<file path="src/scf_pkg.sv">
package scf_pkg;
  localparam int unsigned CLK_MHZ = 250;
  localparam int unsigned HRST_MIN_US = 1000;
  localparam int unsigned HRST_CYC = HRST_MIN_US * CLK_MHZ;
  localparam int unsigned WARM_MIN_CYC = 16;
  localparam int unsigned OSC_DIV = 12;
  localparam int unsigned OSC_HALF = OSC_DIV / 2;
  localparam logic [7:0] BE_IDLE_N = 8'hFF;
  localparam logic [7:0] PORT92_ADDR = 8'h92;
  localparam int unsigned PORT92_INIT_BIT = 0;
  typedef enum logic [2:0] {
    SCF_CYC_INTA  = 3'h0,
    SCF_CYC_SPEC  = 3'h1,
    SCF_CYC_IORD  = 3'h2,
    SCF_CYC_IOWR  = 3'h3,
    SCF_CYC_CODE  = 3'h4,
    SCF_CYC_RSVD  = 3'h5,
    SCF_CYC_MRD   = 3'h6,
    SCF_CYC_MWR   = 3'h7
  } scf_cyc_t;
endpackage : scf_pkg

</file>
<file path="src/scf_front.sv">
`timescale 1ns/1ps
module scf_front
  import scf_pkg::*;
#(
  parameter int unsigned HRST_CYCLES = HRST_CYC
) (
  input wire logic clock,
  input wire logic rstn,
  input wire logic power_good_in,
  input wire logic clock_dir_strap,
  input wire logic timer_osc_in,
  input wire logic kbd_reset_req,
  input wire logic io_wr_strobe,
  input wire logic [7:0] io_wr_addr,
  input wire logic [7:0] io_wr_data,
  input wire logic cycle_start,
  input wire logic mem_io_in,
  input wire logic data_ctl_in,
  input wire logic wr_rd_in,
  input wire logic low_region_n,
  input wire logic dma_cycle,
  input wire logic master_cycle,
  input wire logic [26:24] addr_hi_dma,
  input wire logic [16:8] addr_mid_dma,
  input wire logic [7:0] be_drive_n,
  input wire logic [7:0] byte_lane_enables_n_in,
  output logic [7:0] byte_lane_enables_n_out,
  output logic byte_lane_enables_n_oe,
  output logic [26:24] addr_hi_out,
  output logic [16:8] addr_mid_out,
  output logic addr_snoop_oe,
  output logic local_bus_clock_out,
  output logic local_bus_clock_oe,
  output logic timer_osc_div_out,
  output logic cpu_hard_reset_out,
  output logic warm_restart_out,
  output logic mem_ctl_enable,
  output logic [2:0] cycle_type,
  output logic shutdown_seen
);

  ////////////////////////////////////////////////////////////////
  // all state of the front end except the two pin synchronisers
  typedef struct packed {
    logic [31:0] hrst_cnt;
    logic hrst;
    logic strap_done;
    logic local_bus_clock_drive;
    logic local_bus_clock;
    logic [3:0] warm_cnt;
    logic warm;
    logic p92_bit;
    logic [2:0] osc_sh;
    logic [2:0] osc_cnt;
    logic osc_div;
    logic [2:0] ctype;
    logic shut;
    logic dram_s1;
    logic dram_s2;
  } scf_st_t;

  scf_st_t st_r;
  scf_st_t st_nxt;

  logic pg_sync;
  logic strap_sync;
  logic osc_rise;
  logic p92_write;
  logic p92_rise;
  logic shut_cyc;
  logic warm_trig;
  scf_cyc_t dec;

  ////////////////////////////////////////////////////////////////
  // pin synchronisers
  scf_sync2 u_pg_sync (
    .clock(clock),
    .rstn(rstn),
    .d(power_good_in),
    .q(pg_sync)
  );

  // the strap pin is asynchronous as well; only a settled level is latched
  scf_sync2 u_strap_sync (
    .clock(clock),
    .rstn(rstn),
    .d(clock_dir_strap),
    .q(strap_sync)
  );

  ////////////////////////////////////////////////////////////////
  // bus status decode
  always_comb begin
    dec = scf_cyc_t'({mem_io_in, data_ctl_in, wr_rd_in});
  end

  // special cycle with byte lane 0 only marks shutdown
  assign shut_cyc = (dec == SCF_CYC_SPEC) && (byte_lane_enables_n_in == 8'hFE);

  ////////////////////////////////////////////////////////////////
  // warm restart sources
  assign p92_write = io_wr_strobe && (io_wr_addr == PORT92_ADDR);
  // only a 0 to 1 step of the init bit counts, rewriting 1 does nothing
  assign p92_rise = p92_write && io_wr_data[PORT92_INIT_BIT] && !st_r.p92_bit;
  assign warm_trig = kbd_reset_req || p92_rise || (cycle_start && shut_cyc);

  ////////////////////////////////////////////////////////////////
  // oscillator edge from the sampled pin history
  assign osc_rise = st_r.osc_sh[1] && !st_r.osc_sh[2];

  ////////////////////////////////////////////////////////////////
  // next state
  always_comb begin
    st_nxt = st_r;

    // reset ends only after power-good has been stable for the full hold time
    if (!pg_sync) begin
      st_nxt.hrst = 1'b1;
      st_nxt.hrst_cnt = '0;
    end else if (st_r.hrst) begin
      if (st_r.hrst_cnt >= HRST_CYCLES - 1) begin
        st_nxt.hrst = 1'b0;
      end else begin
        st_nxt.hrst_cnt = st_r.hrst_cnt + 32'h1;
      end
    end

    // strap followed while reset is active, frozen after the first release
    if (st_r.hrst && !st_r.strap_done) begin
      st_nxt.local_bus_clock_drive = strap_sync;
    end
    if (!st_r.hrst) begin
      st_nxt.strap_done = 1'b1;
    end

    st_nxt.local_bus_clock = !st_r.local_bus_clock;

    if (p92_write) begin
      st_nxt.p92_bit = io_wr_data[PORT92_INIT_BIT];
    end

    // retrigger restarts the full minimum width
    if (warm_trig && !st_r.hrst) begin
      st_nxt.warm = 1'b1;
      st_nxt.warm_cnt = 4'(WARM_MIN_CYC - 1);
    end else if (st_r.warm) begin
      if (st_r.warm_cnt == 4'h0) begin
        st_nxt.warm = 1'b0;
      end else begin
        st_nxt.warm_cnt = st_r.warm_cnt - 4'h1;
      end
    end

    // oscillator is slow against the clock, so edges are sampled
    st_nxt.osc_sh = {st_r.osc_sh[1:0], timer_osc_in};
    if (osc_rise) begin
      if (st_r.osc_cnt == 3'(OSC_HALF - 1)) begin
        st_nxt.osc_cnt = 3'h0;
        st_nxt.osc_div = !st_r.osc_div;
      end else begin
        st_nxt.osc_cnt = st_r.osc_cnt + 3'h1;
      end
    end

    if (cycle_start) begin
      st_nxt.ctype = 3'(dec);
      st_nxt.shut = shut_cyc;
    end else begin
      st_nxt.shut = 1'b0;
    end

    // low-region status is an asynchronous pin: two flops before the gate
    st_nxt.dram_s1 = low_region_n;
    st_nxt.dram_s2 = st_r.dram_s1;
  end

  // power-on state: hard reset held, low-region status taken as not asserted
  always_ff @(posedge clock or negedge rstn) begin
    if (!rstn) begin
      st_r <= '0;
      st_r.hrst <= 1'b1;
      st_r.dram_s1 <= 1'b1;
      st_r.dram_s2 <= 1'b1;
    end else begin
      st_r <= st_nxt;
    end
  end

  ////////////////////////////////////////////////////////////////
  // reset and clock outputs
  assign cpu_hard_reset_out = st_r.hrst;
  assign warm_restart_out = st_r.warm;
  assign local_bus_clock_out = st_r.local_bus_clock;
  assign local_bus_clock_oe = st_r.local_bus_clock_drive && st_r.strap_done;
  assign timer_osc_div_out = st_r.osc_div;

  ////////////////////////////////////////////////////////////////
  // memory gate and cycle status
  assign mem_ctl_enable = !st_r.dram_s2;
  assign cycle_type = st_r.ctype;
  assign shutdown_seen = st_r.shut;

  ////////////////////////////////////////////////////////////////
  // pin direction; only the snoop lanes leave the chip, 23:17 and 7:0 have no driver
  assign addr_snoop_oe = dma_cycle;
  assign addr_hi_out = addr_hi_dma;
  assign addr_mid_out = addr_mid_dma;
  assign byte_lane_enables_n_oe = dma_cycle || master_cycle;
  assign byte_lane_enables_n_out = byte_lane_enables_n_oe ? be_drive_n : BE_IDLE_N;
endmodule : scf_front

</file>
<file path="src/scf_sync2.sv">
`timescale 1ns/1ps
module scf_sync2 (
  input wire logic clock,
  input wire logic rstn,
  input wire logic d,
  output logic q
);
  typedef struct packed {
    logic s1;
    logic s2;
  } scf_sync_st_t;
  scf_sync_st_t st_r;
  scf_sync_st_t st_nxt;
  always_comb begin
    st_nxt = st_r;
    st_nxt.s1 = d;
    st_nxt.s2 = st_r.s1;
  end
  always_ff @(posedge clock or negedge rstn) begin
    if (!rstn) begin
      st_r <= '0;
    end else begin
      st_r <= st_nxt;
    end
  end
  assign q = st_r.s2;
endmodule : scf_sync2

</file>
<file path="config.mk">
export PLATFORM = sky130hd
export DESIGN_NAME = scf_front
export DESIGN_NICKNAME = d
export VERILOG_FILES = /design/src/scf_pkg.sv /design/src/scf_front.sv /design/src/scf_sync2.sv
export SDC_FILE = /design/constraint.sdc
export NUM_CORES = 1
export LEC_CHECK = 0
export ABC_CLOCK_PERIOD_IN_PS = 5600
export BUFFER_PORTS_ARGS = -buffer_cell sky130_fd_sc_hd__buf_2
export CORE_AREA = 3 3 54 106
export CTS_BUF_LIST = sky130_fd_sc_hd__clkbuf_2 sky130_fd_sc_hd__clkbuf_4 sky130_fd_sc_hd__clkbuf_8
export CTS_CLUSTER_DIAMETER = 40
export DETAILED_ROUTE_END_ITERATION = 7
export DIE_AREA = 0 0 57 109
export PLACE_DENSITY = 0.86
export RECOVER_POWER = 100
export SYNTH_ARGS = -nofsm -noshare
export SYNTH_HDL_FRONTEND = slang
export SYNTH_SLANG_ARGS = --single-unit
</file>
<file path="constraint.sdc">
create_clock -name clock -period 5.6 [get_ports clock]
set_input_delay 0.56 -clock clock [delete_from_list [all_inputs] [get_ports clock]]
set_output_delay 0.56 -clock clock [all_outputs]
set_load 0.03 [all_outputs]
</file>
==> metrics.cfg, run 1 <==
[placed_design]
place_congestion = 0.754
pre_cts_ws_ns = 3.06
dp.cells = 353
placed_area_mm2 = 0.00296
hpwl_mm = 3.80
io_buffer_count = 58

[setup_path]
worstPathCellList = buf_2 -> clkbuf_1
critPathRequiredTime_ns = 5.39
crit_path_end = st_r[35]$_DFFE_PN0P_
timing.rr.end = st_r[34]$_DFFE_PN0P_
r2r_cells = 5
crit_path_start = rstn
cp_max_fo = 59
arrival_ns = 2.78
critPathTopFamily = buffers and inverters
r2r-start = cpu_hard_reset_out$_DFF_PN1_
crit_cells = 2
end_kind = async pin
r2r_slack_ns = 2.85
critPathLaunchType = input pin
cpPeakStageDelay_ns = 2.12
crit_buf_inv = 2
path_class = in -> async
crit_slowest_cell = clkbuf_1

[job]
cap_violations = 1

[pwr]
power_mw = 1.17
vdd_drop_max_v = 0.000249
p_leak_nw = 1.55
power_density_mw_per_mm2 = 365

[sta]
relSlewSlack = -1.01
holdWs_ns = 0.309
fin_setup_tns_ns = 0
fin_crit_sh = 0.534
rsz0062_at_grt = no
hold_viol = 0
fin_crit_ns = 2.99
fmax_mhz = 334
setup_viol = 0
finalWorstSetupSlack_ns = 2.61
clock-skew-final_ns = 0.0144
worst_pin_slew_ns = 3.01
drv_slew = 60

[detailed_routing]
vias_per_cell = 5.73
first_iter_violations = 80
ant_nets = 0
num_vias = 2113
route.detailed.drc = 0
drt-total-wl_mm = 5.63
drt_first_pass_iters = 5
wl_per_cell_um = 15.3

[floorplan]
coreArea_mm2 = 0.00495
die_h_um = 109
dieArea_mm2 = 0.00621
ios = 90
row_count = 36
initial_utilization = 0.555
die_w_um = 57

[cells_and_area]
fin_cells = 369
drive_above_1_share = 0.221
postLayoutCellArea_mm2 = 0.00320
post-route-util = 0.646
fin_nets = 368
syn_to_final_growth_pct = 16.3
diodes = 0

[synth]
syn_inst = 262
synth.area.top_cells = dfrtp_1 (51%), buf_4 (4.6%), and3_1 (4.1%)
synth-seq-area-share = 0.538
ys_top_cells_by_count = dfrtp_1 (56), nand2_1 (27), and3_1 (18)
syn_nets = 323
synth_edf_count = 0
yosysTopAreaCell = dfrtp_1
synth_most_common_cell = dfrtp_1
syn_area_mm2 = 0.00275
async_reset_ff_frac = 1.00
yosys_warnings = 0
synth_top_area_share = 0.510
ys_ff_latch = 59
synth_cell_type_count = 41
dominantRegCellSynth = dfrtp_1
syn_avg_cell_area_um2 = 10.5

[cts]
hold_buffers = 0
numCtsBuffers = 9
cts_root_buf = clkbuf_8
cts_tree = yes
clkSlewWorstSetupHoldPaths_ns = 0.06
cts_buffer_depth = 2
post_cts_buffers = 0
cts_sinks = 59
clk_latency_ns = 0.35
cts_resized = 0
htreeDepth = 3

[outcome]
status = finished with violations
violations = max-capacitance violations, max-slew violations

[worst_hold_path]
hold_path_class = in -> reg

[global_route]
antenna_found_initial = 0
gr-total-overflow = 0
grt_usage = 0.203
grt_use_met3 = 0.0533
grt_pass1_wl_mm = 9.58
grt_use_met1 = 0.220
busiest_layer = met2
grt_util_met2 = 0.344
grt_pass1_vias = 2128
grt_max_degree = 60

-- power breakdown --
part	switching, mW	total [mW]	leakage [nW]	internal (mW)
registers	0.0325	0.499	0.761	0.466
clock network	0.173	0.527	0.133	0.353
logic	0.0843	0.142	0.659	0.0580
-- cells by family after synthesis --
group | count (synthesis) | synth area share
compound gates | 39 | 0.0924
xor+xnor | 5 | 0.0159
fa+ha+maj | 3 | 0.0137
buf+inv | 35 | 0.0714
flops | 59 | 0.538
mux | 12 | 0.0460
simple gates | 109 | 0.222
-- state kept, by name, summed over array words and instances, names as in the netlist --
signal,count
warm_restart_out,1
cpu_hard_reset_out,1
u_strap_sync.st_nxt,1
timer_osc_div_out,1
shutdown_seen,1
cycle_type,3
st_nxt,3
u_strap_sync.q,1
st_r,44
u_pg_sync.q,1
u_pg_sync.st_nxt,1
local_bus_clock_out,1
-- layout make-up --
cell class / count / area [um^2]
fill: 400 / 1760
tap: 57 / 71.3
multi-input combinational: 168 / 1070
timing repair buffer: 59 / 268
sequential: 59 / 1480
inverter: 10 / 37.5
clock buffer: 10 / 138
clock inverter: 6 / 136
-- per-layer routing --
metal,wire length [um],vias up,part of all wire
met5,0,-,0
met4,184,0,0.033
met3,330,21,0.059
met2,3080,70,0.55
met1,2030,1029,0.36
li1,-,993,-
-- placed cells by master, fill, tap and decap left out, types with 2 or more instances in the layout --
cell / instances
dfrtp_1: 56
buf_2: 37
nand2_1: 27
clkbuf_1: 22
and3_1: 18
inv_1: 10
nand2b_1: 10
clkbuf_8: 10
nor2_1: 9
o21ai_0: 9
or2_2: 8
a21oi_1: 7
mux2i_1: 7
nand3_1: 6
nand4_1: 5
nor3_1: 5
nor4_1: 5
xnor2_1: 5
mux2_2: 5
a21boi_0: 4
o211ai_1: 4
a31oi_1: 4
bufinv_16: 4
o31ai_1: 3
nor3b_1: 3
or3_1: 3
o21a_1: 3
ha_1: 3
a311o_1: 2
and2_1: 2
or4b_1: 2
dfstp_2: 2
-- worst min-delay path by stage --
stage                                        startpoint                         to  slack (ns)  depth (start not counted)
final                                      low_region_n        st_nxt[0]$_DFF_PN1_        0.31                          1
after floorplan                                    rstn  cycle_type[0]$_DFFE_PN0P_        0.26                          0
after global routing                       low_region_n        st_nxt[0]$_DFF_PN1_        0.30                          1
after detailed placement  u_pg_sync.st_nxt[0]$_DFF_PN0_      u_pg_sync.q$_DFF_PN0_        0.34                          0
after CTS                                  low_region_n        st_nxt[0]$_DFF_PN1_        0.30                          1
after global placement    u_pg_sync.st_nxt[0]$_DFF_PN0_      u_pg_sync.q$_DFF_PN0_        0.33                          0
No activity file was read; power rests on OpenSTA's default activity.
==> run 2, diff against run 1 <==
ABC_CLOCK_PERIOD_IN_PS = 2650   (was 5600)
CORE_AREA = 3 3 59 115   (was 3 3 54 106)
DIE_AREA = 0 0 62 118   (was 0 0 57 109)
PLACE_DENSITY = 0.77   (was 0.86)
clock period = 2.65 ns   (was 5.6 ns; I/O delays follow)
==> run 2 against run 1 <==
  * The flow now finishes without violations
  * Hold slack lost 0.28 ns
  * Cell area shrank 0.43%
  * Sequential power grew 110%
  * Routed wire length shrank 1.2%
  * Critical endpoint is now st_r[27]$_DFFE_PN0P_
  * Register-to-register slack lost 2.5 ns
  * Sequential cell count is the same
  * Largest cell class unchanged
  * Critical path type is now reg -> reg
  * Die area grew 18%
  * Non-clock buffer count grew 6
  * Clock skew shrank 0.0078 ns
  * Cell count grew 8.9%
  * Sequential share of layout area grew 0.20 points
==> metrics.cfg, run 2 (synthesized netlist as in run 1, its figures left out) <==
[outcome]
status = completed

[cells_and_area]
postLayoutCellArea_mm2 = 0.00319  ; -0.43%
syn_to_final_growth_pct = 15.8
layout_commonest_cell = dfrtp_1
diodes = 0  ; unchanged
largest_reg_flops = 44  ; unchanged
layout_common_cells = dfrtp_1 (56), buf_2 (38), nand2_1 (27)
fin_nets = 374  ; +1.6%
drive_above_1_share = 0.236  ; +0.0147
fillers = 573  ; +43%
top_register = st_r

[setup_path]
critPathLaunchType = flip-flop
worstPathCellList = o21ai_0 -> a211oi_1 -> a311o_1 -> clkbuf_1 -> a21oi_1 -> o21ai_0
end_kind = flip-flop
cp_max_fo = 17  ; -71%
cpPeakStageDelay_ns = 0.55  ; -1.57 ns
path_class = reg -> reg
critPathRequiredTime_ns = 2.90  ; -2.49 ns
crit_slowest_cell = a311o_1
arrival_ns = 2.51  ; -0.27 ns
path_common_cell = o21ai_0

[pwr]
p_leak_nw = 1.55  ; -0.47%
power_density_mw_per_mm2 = 663  ; +82%
vdd_drop_max_v = 0.000345  ; +39%
power_mw = 2.11  ; +81%

[placed_design]
place_congestion = 0.761  ; +0.90%
io_buffer_count = 58  ; unchanged
hpwl_mm = 4.07  ; +6.9%
placed_area_mm2 = 0.00304  ; +2.7%

[sta]
drv_slew = 0  ; -100%
rsz0062_at_grt = no
fmax_mhz = 443
fin_setup_tns_ns = 0  ; unchanged
relSlewSlack = 0.0609  ; +1.07
hold_viol = 0  ; unchanged
setup_viol = 0  ; unchanged
worst_pin_slew_ns = 1.41  ; -1.60 ns
fin_crit_sh = 0.853
clock-skew-final_ns = 0.00665  ; -0.00777 ns
fin_crit_ns = 2.26

[detailed_routing]
ant_nets = 0  ; unchanged
vias_per_cell = 5.17  ; -9.7%
drt-total-wl_mm = 5.56  ; -1.2%
route.detailed.drc = 0  ; unchanged
drt_first_pass_iters = 4  ; -1
wl_per_cell_um = 13.8  ; -9.3%
num_vias = 2079  ; -1.6%
first_iter_violations = 62  ; -23%

[cts]
hold_buffers = 0  ; unchanged
cts_tree = yes
numCtsBuffers = 9  ; unchanged
cts_buffer_depth = 2  ; unchanged
cts_resized = 0  ; unchanged
htreeDepth = 3  ; unchanged
cts_sinks = 59  ; unchanged
cts_root_buf = clkbuf_8
post_cts_buffers = 0  ; unchanged
clkSlewWorstSetupHoldPaths_ns = 0.06  ; about the same
clk_latency_ns = 0.34  ; about the same

[floorplan]
ios = 90  ; unchanged
die_w_um = 62  ; +8.8%
die_h_um = 118  ; +8.3%
initial_utilization = 0.454  ; -0.101
dieArea_mm2 = 0.00732  ; +18%
row_count = 40  ; +11%
coreArea_mm2 = 0.00606  ; +22%

[global_route]
grt_pass1_wl_mm = 9.34  ; -2.6%
gr-total-overflow = 0  ; unchanged
grt_pass1_vias = 2115  ; -0.61%
antenna_found_initial = 0  ; unchanged
grt_max_degree = 60  ; unchanged
grt_usage = 0.173  ; -0.0302

[worst_hold_path]
hold_path_class = in -> reg

[job]
cap_violations = 0  ; -1

run 2: per-stage QoR:
step / util / cells / setup slack (ns) / hold slack, ns
after floorplan: - / 262 / 0.545 / -0.0306
after global placement: 0.502 / 386 / 0.419 / 0.331
after detailed placement: 0.502 / 386 / 0.390 / 0.336
after CTS: 0.533 / 402 / 0.377 / 0.0107
after global routing: 0.526 / 402 / 0.141 / 0.00662
final: 0.526 / 402 / 0.390 / 0.0276
run 2: path summary, 6_finish.rpt:
check	from	endpoint	slack [ns]	cells past startpoint
min in group asynchronous	rstn	st_nxt[12]$_DFF_PN0_	0.33	2
worst min register to register	st_nxt[11]$_DFF_PN0_	st_nxt[12]$_DFF_PN0_	0.35	0
worst max register to register	st_r[35]$_DFFE_PN0P_	st_r[27]$_DFFE_PN0P_	0.39	6
worst min-delay path	timer_osc_in	st_nxt[11]$_DFF_PN0_	0.03	1
max in group asynchronous	rstn	st_r[37]$_DFFE_PN0P_	1.47	2
worst max-delay path	st_r[35]$_DFFE_PN0P_	st_r[27]$_DFFE_PN0P_	0.39	6
run 2: layout make-up:
| cell class | instances | area (um^2) | share of cell area |
|---|---|---|---|
| Clock buffer | 12 | 165 | 0.0518 |
| Clock inverter | 4 | 23.8 | 0.00746 |
| Inverter | 10 | 37.5 | 0.0118 |
| Multi-Input combinational cell | 168 | 1070 | 0.337 |
| Sequential cell | 59 | 1480 | 0.465 |
| Tap cell | 84 | 105 | 0.0330 |
| Timing Repair Buffer | 65 | 300 | 0.0943 |
run 2: layer usage:
layer,part of all wire,GRT usage
met1,0.37,0.181
met2,0.56,0.284
met3,0.045,0.0494
met4,0.028,0.108
met5,0,0
run 2: report_power, final:
group / switching [mW] / leakage, nW / internal (mW)
logic: 0.179 / 0.681 / 0.124
registers: 0.0646 / 0.763 / 0.986
clock network: 0.346 / 0.102 / 0.412
total: 0.590 / 1.55 / 1.52
run 2: critical path: cells and delay by family, from the launching register on:
family / cells / cell delay, ns
AOI/OAI and AO/OA: 5 / 1.38
buffers and inverters: 1 / 0.38
DFF: 1 / 0.41
